## src/pkg/wdsw_pkg.sv

```systemverilog
// Package: opcodes, field layout and reset values for the swap/restart unit
package wdsw_pkg;
   localparam int OP_W = 10;
   localparam int NIB_W = 4;
   // Opcode patterns (restart: full 10-bit word; swaps: upper 6 bits only)
   localparam logic [9:0] OP_RESTART = 10'h2_A0;
   localparam logic [5:0] OP_SWAP_HI = 6'h2_D;
   localparam logic [5:0] OP_SWAPD_HI = 6'h2_F;
   // Field positions
   localparam int IMM_LSB = 0;
   localparam int HI_LSB = 4;
   // Reset values, and the Y wrap value that sets the decrement skip
   localparam logic [3:0] ACC_RST = 4'h0;
   localparam logic [3:0] REGX_RST = 4'h0;
   localparam logic [3:0] REGY_RST = 4'h0;
   localparam logic [3:0] WRAP_VAL = 4'hF;

   typedef enum logic [1:0] {
      WDSW_IDLE = 2'b00,
      WDSW_EXEC = 2'b01
   } wdsw_state_e;

   typedef struct packed {
      wdsw_state_e state;
      logic [3:0] acc;
      logic [3:0] regX;
      logic [3:0] regY;
      logic [3:0] ramWrData;
      logic ramWrEn;
      logic skipNext;
      logic flagClear;
      logic wdHalt;
      logic done;
   } wdsw_state_s;
endpackage : wdsw_pkg

```

## src/wdsw_unit.sv

```systemverilog
// Watchdog restart and accumulator/RAM swap instruction execution
// How it works
// RL1 - Restart: flag set clears it, skips next
// RL2 - Restart after arming instruction halts watchdog
// RL3 - Swap accumulator with RAM word at pointer
// RL4 - X becomes X xor immediate after swap
// RL5 - Immediate taken from low four opcode bits
// RL6 - Decrement variant: swap, xor, Y-1, skip 15
`timescale 1ns/1ns
module wdsw_unit
   import wdsw_pkg::*;
(
   // Clock and reset
   input wire logic clk,
   input wire logic rst_n,
   // Instruction from sequencer
   input wire logic instrValid,
   input wire logic [9:0] instrWord,
   input wire logic haltArmed,
   // Watchdog timer side
   input wire logic watchdog_overflow_flag,
   // RAM read data at ram_pointer
   input wire logic [3:0] ramRdData,
   // Register file loads
   input wire logic accLoad,
   input wire logic [3:0] accIn,
   input wire logic regYLoad,
   input wire logic [3:0] regYIn,
   // Results
   output logic [3:0] accOut,
   output logic [3:0] regXOut,
   output logic [3:0] regYOut,
   output logic [3:0] ramWrData,
   output logic ramWrEn,
   output logic skipNext,
   output logic flagClear,
   output logic wdHalt,
   output logic done
);

   wdsw_state_s cur;
   wdsw_state_s nxt;

   // --------------------------------------------------------------
   // Decode helpers
   // --------------------------------------------------------------
   function automatic logic isHi(input logic [9:0] w,
                                 input logic [5:0] hi);
      isHi = (w[OP_W-1:HI_LSB] == hi);
   endfunction : isHi

   function automatic logic [3:0] immOf(input logic [9:0] w);
      immOf = w[IMM_LSB +: NIB_W]; // RL5
   endfunction : immOf

   logic isRestart;
   logic isSwap;
   logic isSwapD;
   logic [3:0] yDec;

   assign isRestart = instrValid && (instrWord == OP_RESTART);
   assign isSwap = instrValid && isHi(instrWord, OP_SWAP_HI);
   assign isSwapD = instrValid && isHi(instrWord, OP_SWAPD_HI);
   assign yDec = cur.regY - 4'h1;

   // --------------------------------------------------------------
   // Next state
   // --------------------------------------------------------------
   always_comb begin
      nxt = cur;
      nxt.ramWrEn = 1'b0;
      nxt.skipNext = 1'b0;
      nxt.flagClear = 1'b0;
      nxt.done = 1'b0;
      if (accLoad) begin
         nxt.acc = accIn;
      end
      if (regYLoad) begin
         nxt.regY = regYIn;
      end
      case (cur.state)
         WDSW_IDLE: begin
            if (isRestart) begin
               nxt.done = 1'b1;
               if (watchdog_overflow_flag) begin
                  nxt.flagClear = 1'b1; // RL1
                  nxt.skipNext = 1'b1; // RL1
               end
               if (haltArmed) begin
                  nxt.wdHalt = 1'b1; // RL2
               end
            end else if (isSwap || isSwapD) begin
               nxt.acc = ramRdData; // RL3
               nxt.ramWrData = cur.acc; // RL3
               nxt.ramWrEn = 1'b1; // RL3
               nxt.regX = cur.regX ^ immOf(instrWord); // RL4
               nxt.done = 1'b1;
               if (isSwapD) begin
                  nxt.regY = yDec; // RL6
                  nxt.skipNext = (yDec == WRAP_VAL); // RL6
               end
            end
         end
         default: begin
            nxt.state = WDSW_IDLE;
         end
      endcase
   end

   // --------------------------------------------------------------
   // State register
   // --------------------------------------------------------------
   always_ff @(posedge clk or negedge rst_n) begin
      if (!rst_n) begin
         cur <= '{state: WDSW_IDLE, acc: ACC_RST, regX: REGX_RST,
                  regY: REGY_RST, ramWrData: 4'h0, ramWrEn: 1'b0,
                  skipNext: 1'b0, flagClear: 1'b0, wdHalt: 1'b0,
                  done: 1'b0};
      end else begin
         cur <= nxt;
      end
   end

   assign accOut = cur.acc;
   assign regXOut = cur.regX;
   assign regYOut = cur.regY;
   assign ramWrData = cur.ramWrData;
   assign ramWrEn = cur.ramWrEn;
   assign skipNext = cur.skipNext;
   assign flagClear = cur.flagClear;
   assign wdHalt = cur.wdHalt;
   assign done = cur.done;

   // --------------------------------------------------------------
   // Checks
   // --------------------------------------------------------------
   property p_restart_skip;
      @(posedge clk) disable iff (!rst_n)
      isRestart && watchdog_overflow_flag |=> skipNext && flagClear;
   endproperty
   a_restart_skip: assert property (p_restart_skip) // RL1
      else $error("restart with flag set did not skip and clear");

   property p_restart_noskip;
      @(posedge clk) disable iff (!rst_n)
      isRestart && !watchdog_overflow_flag |=> !skipNext && !flagClear;
   endproperty
   a_restart_noskip: assert property (p_restart_noskip) // RL1
      else $error("restart with flag clear skipped");

   property p_halt;
      @(posedge clk) disable iff (!rst_n)
      isRestart && haltArmed |=> wdHalt;
   endproperty
   a_halt: assert property (p_halt) // RL2
      else $error("watchdog not halted");

   property p_swap_acc;
      @(posedge clk) disable iff (!rst_n)
      (isSwap || isSwapD) && !accLoad |=>
         accOut == $past(ramRdData) && ramWrEn
         && ramWrData == $past(accOut);
   endproperty
   a_swap_acc: assert property (p_swap_acc) // RL3
      else $error("swap did not exchange accumulator and RAM");

   property p_swap_x;
      @(posedge clk) disable iff (!rst_n)
      (isSwap || isSwapD) |=>
         regXOut == ($past(regXOut) ^ $past(instrWord[3:0]));
   endproperty
   a_swap_x: assert property (p_swap_x) // RL4
      else $error("X not xored with immediate");

   property p_imm_zero;
      @(posedge clk) disable iff (!rst_n)
      isSwap && instrWord[3:0] == 4'h0 |=> $stable(regXOut);
   endproperty
   a_imm_zero: assert property (p_imm_zero) // RL5
      else $error("zero immediate changed X");

   property p_dec_y;
      @(posedge clk) disable iff (!rst_n)
      isSwapD && !regYLoad |=> regYOut == $past(regYOut) - 4'h1
         && skipNext == (regYOut == 4'hF);
   endproperty
   a_dec_y: assert property (p_dec_y) // RL6
      else $error("decrement variant wrong Y or skip");

   property p_swap_noskip;
      @(posedge clk) disable iff (!rst_n)
      isSwap |=> !skipNext ##1 (!ramWrEn || $past(isSwap || isSwapD));
   endproperty
   a_swap_noskip: assert property (p_swap_noskip) // RL3
      else $error("plain swap skipped or write held");

   property p_halt_sticky;
      @(posedge clk) disable iff (!rst_n)
      wdHalt |=> wdHalt;
   endproperty
   a_halt_sticky: assert property (p_halt_sticky) // RL2
      else $error("watchdog halt dropped without reset");

   property p_halt_armed_only;
      @(posedge clk) disable iff (!rst_n)
      !wdHalt && !(isRestart && haltArmed) |=> !wdHalt;
   endproperty
   a_halt_armed_only: assert property (p_halt_armed_only) // RL2
      else $error("watchdog halted without armed restart");

   property p_unmatched_quiet;
      @(posedge clk) disable iff (!rst_n)
      !(isRestart || isSwap || isSwapD) |=>
         !done && !ramWrEn && !skipNext && !flagClear;
   endproperty
   a_unmatched_quiet: assert property (p_unmatched_quiet) // RL1
      else $error("pulse without a decoded instruction");

   property p_swap_over_load;
      @(posedge clk) disable iff (!rst_n)
      (isSwap || isSwapD) && accLoad |=> accOut == $past(ramRdData);
   endproperty
   a_swap_over_load: assert property (p_swap_over_load) // RL3
      else $error("accumulator load beat the swap");

   property p_swap_keeps_y;
      @(posedge clk) disable iff (!rst_n)
      isSwap && !regYLoad |=> $stable(regYOut);
   endproperty
   a_swap_keeps_y: assert property (p_swap_keeps_y) // RL3
      else $error("plain swap changed Y");

   property p_dec_over_load;
      @(posedge clk) disable iff (!rst_n)
      isSwapD && regYLoad |=> regYOut == $past(regYOut) - 4'h1;
   endproperty
   a_dec_over_load: assert property (p_dec_over_load) // RL6
      else $error("Y load beat the decrement variant");

endmodule : wdsw_unit

```

## config.mk

```make
export PLATFORM = sky130hd
export DESIGN_NAME = wdsw_unit
export DESIGN_NICKNAME = d
export VERILOG_FILES = /design/src/pkg/wdsw_pkg.sv /design/src/wdsw_unit.sv
export SDC_FILE = /design/constraint.sdc
export NUM_CORES = 1
export LEC_CHECK = 0
export ABC_AREA = 1
export BUFFER_PORTS_ARGS = -buffer_cell sky130_fd_sc_hd__buf_4
export CAP_MARGIN = 5
export CORE_MARGIN = 2
export CORE_UTILIZATION = 35
export DETAILED_ROUTE_END_ITERATION = 8
export HOLD_SLACK_MARGIN = 0.05
export PLACE_DENSITY = 0.75
export SYNTH_ARGS = -nofsm -noshare
export SYNTH_HDL_FRONTEND = slang
export SYNTH_SLANG_ARGS = --single-unit
export TNS_END_PERCENT = 10
```

## constraint.sdc

```tcl
create_clock -name clk -period 1.5 [get_ports clk]
set_clock_uncertainty 0.05 [all_clocks]
set_input_delay 0.225 -clock clk [delete_from_list [all_inputs] [get_ports clk]]
set_output_delay 0.225 -clock clk [all_outputs]
set_load 0.02 [all_outputs]
```

==> metrics, run 1 <==
CTS tree=done; FF-to-FF path depth=8; Reg2Reg Launch Point=regYOut[0]$_DFF_PN0_; drt pass-1 iters=4; # DRC=0; Initial Utilization=0.377; footprint of the multi-input gates=447 um2; synthesized area=1060 um2; crit path DAT=approximately 1.5 ns; Layout area overhead=40.4%; Worst R2R End=skipNext$_DFF_PN0_; final period utilization=0.882; Main synth FF type=dfrtp_1; final hold viol count=0; sinks on the clock net=21; die area=3480 um2; unrepaired setup endpoints after global routing=no; largest net degree at the start of global routing=23; GP Congestion=just over 0.8; startpoint types=flip-flop; CP endpoint kind=flip-flop; Required @ worst endpoint=1.69 ns; grt total ovfl=0; hold path startpoint=ramRdData[3]; leading area contributor after synthesis=dfrtp_1; I/O pin count=50; 1st-iter DRT viols=14; port bufs=a little under 50; maxcap violations=0; cell family with most CP delay=simple AND/OR/NAND/NOR gates; Sum Neg Setup Slack=0 ns; worst-skew pair later-pin latency=0.29 ns; diode count=0; Mapped Cells=128; status=complete, no violations; Register Area=526 um2; Leak=0.834 nW; fin nets=213; Mapped Nets=159; CP Buf/Inv Count=2; CP Launch Point=regYOut[0]$_DFF_PN0_; CTS clk-pin slew, worst paths=~0.11 ns; clk buf depth=2; Vias=approximately 1000; antenna-violating nets left=0; Via density=4.68; Total GRT Usage=0.155; Max stage delay on crit path=0.41 ns; Register-to-Register Setup Slack=about 0.18 ns; Slowest-stage cell, CP=dfrtp_1; Final Util=0.530; placed cell count=a little over 200; first-pass GRT wire length=4.08 mm; Max Freq=756 MHz; antenna violations before repair=0; CP max FO=5; Syn Area/Cell=8.27 um2; share of layout cells above drive strength 1=0.354; Power Density=952 nW/um2; Worst-Margin Slew=between 0.2 and 0.3 ns; Non-Filler Instances=212; row count=19; H-tree levels=1; vias in the first global route=about 950; minimum clock period=1.32 ns; hold depth=3; Die W=slightly below 60 um; core area=2810 um2; number of synthesized register bits=21; VDD IR max=between 0.3 and 0.4 mV; Worst path depth=8; CP Class=flip-flop to flip-flop; FILL cells=265; most frequent CP cell=nand2_1; dpl hpwl=1.95 mm; dominant cells by area after synthesis=dfrtp_1 (50%), nand2_1 (17%), o21ai_2 (6.6%); crit-path cells=inv_1 > ha_1 > inv_1 > nand2_1 > nand2_1 > nor2_1 > nand3_1 > nand2_1; DR WL/cell=11.8 um; Synth warnings=0; Critical Path End=skipNext$_DFF_PN0_; post-synthesis cell type count=16; Worst Hold Class=input port to flip-flop; final hold slack=0.0689 ns; clock root cell=clkbuf_4; CTS buffer count=3; ys async rst share=1.00; relative slew slack=0.811; fin. max-slew vios=0; most frequent cells after synthesis=nand2_1 (47), dfrtp_1 (21), inv_1 (17), o21ai_0 (11), o21ai_2 (8); most frequent cell after synthesis=nand2_1; EDFF count, synth=0; top cell type's share of synthesized area=0.496; Die Height=59.0 um; Total Wirelength=2.50 mm; final setup vio count=0; Seq/Total Area, Yosys=0.496
==> report_power, final <==
part           leakage (nW)  switching [mW]  internal (mW)
combinational         0.548           0.245          0.214
clock                0.0150           0.163          0.103
sequential            0.271          0.0558          0.633
==> tightest hold or removal path, cell delays in order <==
cell and delay (ns):
buf_4 0.08, nand2_1 0.04, nand2_1 0.04
==> layout by cell type (no fill, tap or decap) <==
cell type / n
nand3_2: 1
nor3_1: 2
o21bai_1: 1
nand2_1: 47
nand3_1: 4
nand4_1: 1
clkbuf_4: 3
xnor2_1: 4
o21ai_0: 11
nor2_2: 1
o21ai_2: 8
dlygate4sd3_1: 1
nand2_2: 1
inv_1: 17
buf_4: 50
ha_1: 2
nor2_1: 5
dfrtp_1: 21
clkbuf_1: 1
==> cell families (layout without fill, tap and decap cells) <==
group | count (synthesis) | after routing | synth area share
compound gates | 20 | 20 | 0.125
xor+xnor | 4 | 4 | 0.0331
fa+ha+maj | 2 | 2 | 0.0236
buf+inv | 19 | 72 | 0.0816
flops | 21 | 21 | 0.496
simple gates | 62 | 62 | 0.240
==> area by class of cell <==
cell class / count / area share
inverter: 17 / 0.0429
clock buffer: 4 / 0.0177
tap: 31 / 0.0261
timing repair buffer: 51 / 0.259
multi-input combinational: 88 / 0.301
sequential: 21 / 0.354
==> per-layer routing <==
layer / share of wire / vias up / global-route usage / wire length, um
met4: 0.011 / 0 / 0.0747 / 28
met5: 0 / - / 0 / 0
met3: 0.033 / 2 / 0.0240 / 83
met1: 0.41 / 462 / 0.186 / 1020
met2: 0.55 / 22 / 0.270 / 1370
li1: - / 506 / - / -
==> state kept, by name, summed over array words and instances, names as in the netlist <==
signal     cells
accOut         4
done           1
flagClear      1
ramWrData      4
ramWrEn        1
regXOut        4
regYOut        4
skipNext       1
wdHalt         1
==> worst min-delay path by stage <==
stage,end
2_1_floorplan,accOut[0]$_DFF_PN0_
3_3_place_gp,regYOut[0]$_DFF_PN0_
3_5_place_dp,regYOut[0]$_DFF_PN0_
4_1_cts,accOut[3]$_DFF_PN0_
5_1_grt,accOut[1]$_DFF_PN0_
6_report,accOut[3]$_DFF_PN0_
==> stage by stage <==
stage          power [mW]  instance area (um2)  worst slack [ns]
2_1_floorplan       0.939                 1060             0.269
3_3_place_gp         1.15                 1450             0.286
3_5_place_dp         1.16                 1450             0.196
4_1_cts              1.43                 1490             0.166
5_1_grt              1.51                 1490            0.0473
6_report             1.41                 1490             0.177
==> what timing repair did <==
| action | in CTS | in global routing |
|---|---|---|
| setup buffers | 0 | 0 |
| hold endpoints to repair | 21 | 0 |
| hold buffers | 1 | 0 |
| resized for setup | 0 | 0 |
Power figures use the tool's default switching activity.
==> inputs of run 2 (changes only) <==
--- a/config.mk
+++ b/config.mk
@@ -5,14 +5,13 @@
 export SDC_FILE = /design/constraint.sdc
 export NUM_CORES = 1
 export LEC_CHECK = 0
-export ABC_AREA = 1
-export BUFFER_PORTS_ARGS = -buffer_cell sky130_fd_sc_hd__buf_4
 export CAP_MARGIN = 5
 export CORE_MARGIN = 2
 export CORE_UTILIZATION = 35
 export DETAILED_ROUTE_END_ITERATION = 8
+export DONT_BUFFER_PORTS = 1
 export HOLD_SLACK_MARGIN = 0.05
-export PLACE_DENSITY = 0.75
+export PLACE_DENSITY = 0.61
 export SYNTH_ARGS = -nofsm -noshare
 export SYNTH_HDL_FRONTEND = slang
 export SYNTH_SLANG_ARGS = --single-unit
==> constraint.sdc (replaced) <==
create_clock -name clk -period 1.4 [get_ports clk]
set_clock_uncertainty 0.05 [all_clocks]
set_input_delay 0.21 -clock clk [delete_from_list [all_inputs] [get_ports clk]]
set_output_delay 0.21 -clock clk [all_outputs]
set_load 0.02 [all_outputs]
==> run 2 against run 1 <==
Clock power is 9.4% higher. Largest power group unchanged. Wire length decreased by 6.2%. Critical endpoint unchanged. Die area decreased by 1.7%. Worst hold slack is essentially flat. Setup slack got worse by 0.095 ns. Via count shrank 24%. Critical path depth down 3. Synthesized area down 1.8%. Combinational power fell by 46%.
==> metrics, run 2 <==
Mapped Nets=120 (was 159); GP Congestion=0.692 (was 0.825); crit path DAT=1.49 ns (was 1.51 ns); 1st-iter DRT viols=16 (was 14); leading area contributor after synthesis=dfrtp_1 (unchanged); dominant cells by area after synthesis=dfrtp_1 (51%), mux2i_1 (7.7%), mux2_4 (5.8%) (was dfrtp_1 (50%), nand2_1 (17%), o21ai_2 (6.6%)); Vias=757 (was 992); Sequential Power Share=0.610 (was 0.487); Max stage delay on crit path=0.44 ns (was 0.41 ns); worst-skew pair later-pin latency=0.30 ns (was 0.29 ns); VDD IR max=0.635 mV (was 0.379 mV); P_int=0.942 mW (was 0.951 mW); vias in the first global route=811 (was 952); antenna-violating nets left=0 (unchanged); H-tree levels=1 (unchanged); FF-to-FF path depth=5 (was 8); row count=19 (unchanged); Die W=58.5 um (was 59.0 um); Final Power=1.39 mW (was 1.41 mW); I/O pin count=50 (unchanged); Seq/Total Area, Yosys=0.505 (was 0.496); status=complete, no violations (unchanged); cell family with most CP delay=flip-flops (was simple AND/OR/NAND/NOR gates); Worst Hold Class=input port to flip-flop (unchanged); first-pass GRT wire length=3.68 mm (was 4.08 mm); number of synthesized register bits=21 (unchanged); Via density=5.45 (was 4.68); CTS clk-pin slew, worst paths=0.12 ns (was 0.11 ns); synthesized area=1040 um2 (was 1060 um2); most frequent cells after synthesis=dfrtp_1 (21), nand3_1 (9), mux2i_1 (8), nand2_1 (5) (was nand2_1 (47), dfrtp_1 (21), inv_1 (17), o21ai_0 (11), o21ai_2 (8)); Initial Utilization=0.374 (was 0.377); ys async rst share=1.00 (unchanged); fin nets=140 (was 213); Total GRT Usage=0.145 (was 0.155); CTS buffer count=3 (unchanged); Leak=0.571 nW (was 0.834 nW); FILL cells=271 (was 265); startpoint types=flip-flop (unchanged); post-synthesis cell type count=28 (was 16); commonest cells after routing, fill and taps aside=dfrtp_1 (21), dlygate4sd3_1 (12), nand3_1 (9) (was buf_4 (50), nand2_1 (47), dfrtp_1 (21)); fin. max-slew vios=0 (unchanged); CP Launch Point=regYOut[1]$_DFF_PN0_ (was regYOut[0]$_DFF_PN0_); core area=2780 um2 (was 2810 um2); diode count=0 (unchanged); final hold viol count=0 (unchanged); dpl hpwl=1.65 mm (was 1.95 mm); CP Class=flip-flop to flip-flop (unchanged); Worst R2R End=skipNext$_DFF_PN0_ (unchanged); Worst path depth=5 (was 8); sinks on the clock net=21 (unchanged); Syn Area/Cell=11.7 um2 (was 8.27 um2); top cell type's share of synthesized area=0.505 (was 0.496); hold depth=2 (was 3); port bufs=0 (was 49); net switching power=0.445 mW (was 0.464 mW); clock root cell=clkbuf_4 (unchanged); # DRC=0 (unchanged); Mapped Cells=89 (was 128); Final Util=0.449 (was 0.530); Sum Neg Setup Slack=0 ns (unchanged); CP max FO=4 (was 5); largest net degree at the start of global routing=22 (was 23); Synth warnings=0 (unchanged); area of all placed cells without fillers=1250 um2 (was 1490 um2); CP Buf/Inv Count=1 (was 2); CTS tree=done (unchanged); Required @ worst endpoint=1.58 ns (was 1.69 ns); EDFF count, synth=0 (unchanged); Sw Ratio=0.321 (was 0.328); Clock power frac=0.210 (was 0.188); Max Freq=759 MHz (was 756 MHz); Total Wirelength=2.35 mm (was 2.50 mm); Reg2Reg Launch Point=regYOut[1]$_DFF_PN0_ (was regYOut[0]$_DFF_PN0_); crit-path cells=inv_1 > ha_2 > nor2b_2 > o221ai_1 > a21oi_1 (was inv_1 > ha_1 > inv_1 > nand2_1 > nand2_1 > nor2_1 > nand3_1 > nand2_1); Register-to-Register Setup Slack=0.08 ns (was 0.18 ns); Post-DP Area=1070 um2 (was 1450 um2); Critical Path End=skipNext$_DFF_PN0_ (unchanged); final period utilization=0.941 (was 0.882); Worst-Margin Slew=0.976 ns (was 0.281 ns); clk buf depth=2 (unchanged); Main synth FF type=dfrtp_1 (unchanged); Slowest-stage cell, CP=dfrtp_1 (unchanged); Layout area overhead=20.2% (was 40.4%); footprint of the multi-input gates=472 um2 (was 447 um2); minimum clock period=1.32 ns (about the same); CP endpoint kind=flip-flop (unchanged); final setup vio count=0 (unchanged); grt total ovfl=0 (unchanged); antenna violations before repair=0 (unchanged); die area=3420 um2 (was 3480 um2); commonest non-fill, non-tap cell in the layout=dfrtp_1 (was buf_4); drt pass-1 iters=4 (unchanged); logic gate share of total power=0.180 (was 0.325); Register Area=526 um2 (unchanged); relative slew slack=0.347 (was 0.811); maxcap violations=0 (unchanged); Power Density=1110 nW/um2 (was 952 nW/um2); Die Height=58.5 um (was 59.0 um); share of layout cells above drive strength 1=0.185 (was 0.354); most frequent cell after synthesis=dfrtp_1 (was nand2_1); DR WL/cell=16.9 um (was 11.8 um)
-- run 2: per-layer routing --
metal	vias to the layer above	part of all wire	track usage	wire (um)
met3	2	0.092	0.0374	215
li1	358	-	-	-
met4	0	0.0051	0.0598	12
met2	42	0.49	0.257	1160
met1	355	0.41	0.164	960
met5	-	0	0	0
-- run 2: power groups by stage --
stage	Sequential (mW)	Clock, mW	Combinational (mW)
6_report	0.846	0.291	0.249
5_1_grt	0.856	0.334	0.275
4_1_cts	0.849	0.304	0.231
3_5_place_dp	0.860	0	0.188
3_3_place_gp	0.857	0	0.183
2_1_floorplan	0.862	0	0.137
-- run 2: worst min-delay path by stage --
stage / from / to / slack (ns)
floorplan: rst_n / accOut[0]$_DFF_PN0_ / -0.14
global placement: rst_n / ramWrEn$_DFF_PN0_ / -0.14
CTS: accIn[2] / accOut[2]$_DFF_PN0_ / 0.06
finish: regYIn[1] / regYOut[1]$_DFF_PN0_ / 0.07
detailed placement: rst_n / ramWrEn$_DFF_PN0_ / -0.14
global route: accIn[2] / accOut[2]$_DFF_PN0_ / 0.07
-- run 2: per-stage QoR --
stage               hold slack, ns  worst slack, ns  cells
finish                      0.0686           0.0821    139
global route                0.0721         -0.00861    139
CTS                         0.0599           0.0998    136
detailed placement          -0.135            0.133    120
global placement            -0.135            0.171    120
floorplan                   -0.136           0.0792     89
-- run 2: kinds of logic (layout without fill, tap and decap cells) --
logic type,after synthesis,in the layout,synth area share
AND/OR/NAND/NOR,30,30,0.166
flip-flops,21,21,0.505
adder cells (fa/ha/maj),2,2,0.0241
buffers and inverters,7,26,0.0481
XOR/XNOR,4,4,0.0337
AO/OA/AOI/OAI,13,13,0.0878
multiplexers,12,12,0.135
-- run 2: final cells by class --
cell class	instances	share of cell area
inverter	2	0.00601
clock buffer	4	0.0210
timing repair buffer	20	0.144
sequential	21	0.420
tap	31	0.0310
multi-input combinational	61	0.377
-- run 2: timing repair --
item / in CTS / in global routing
setup buffers: 0 / 3
resized for setup: 0 / 3
hold endpoints to repair: 33 / 0
endpoints found under the setup margin: 0 / 1
hold buffers: 12 / 0
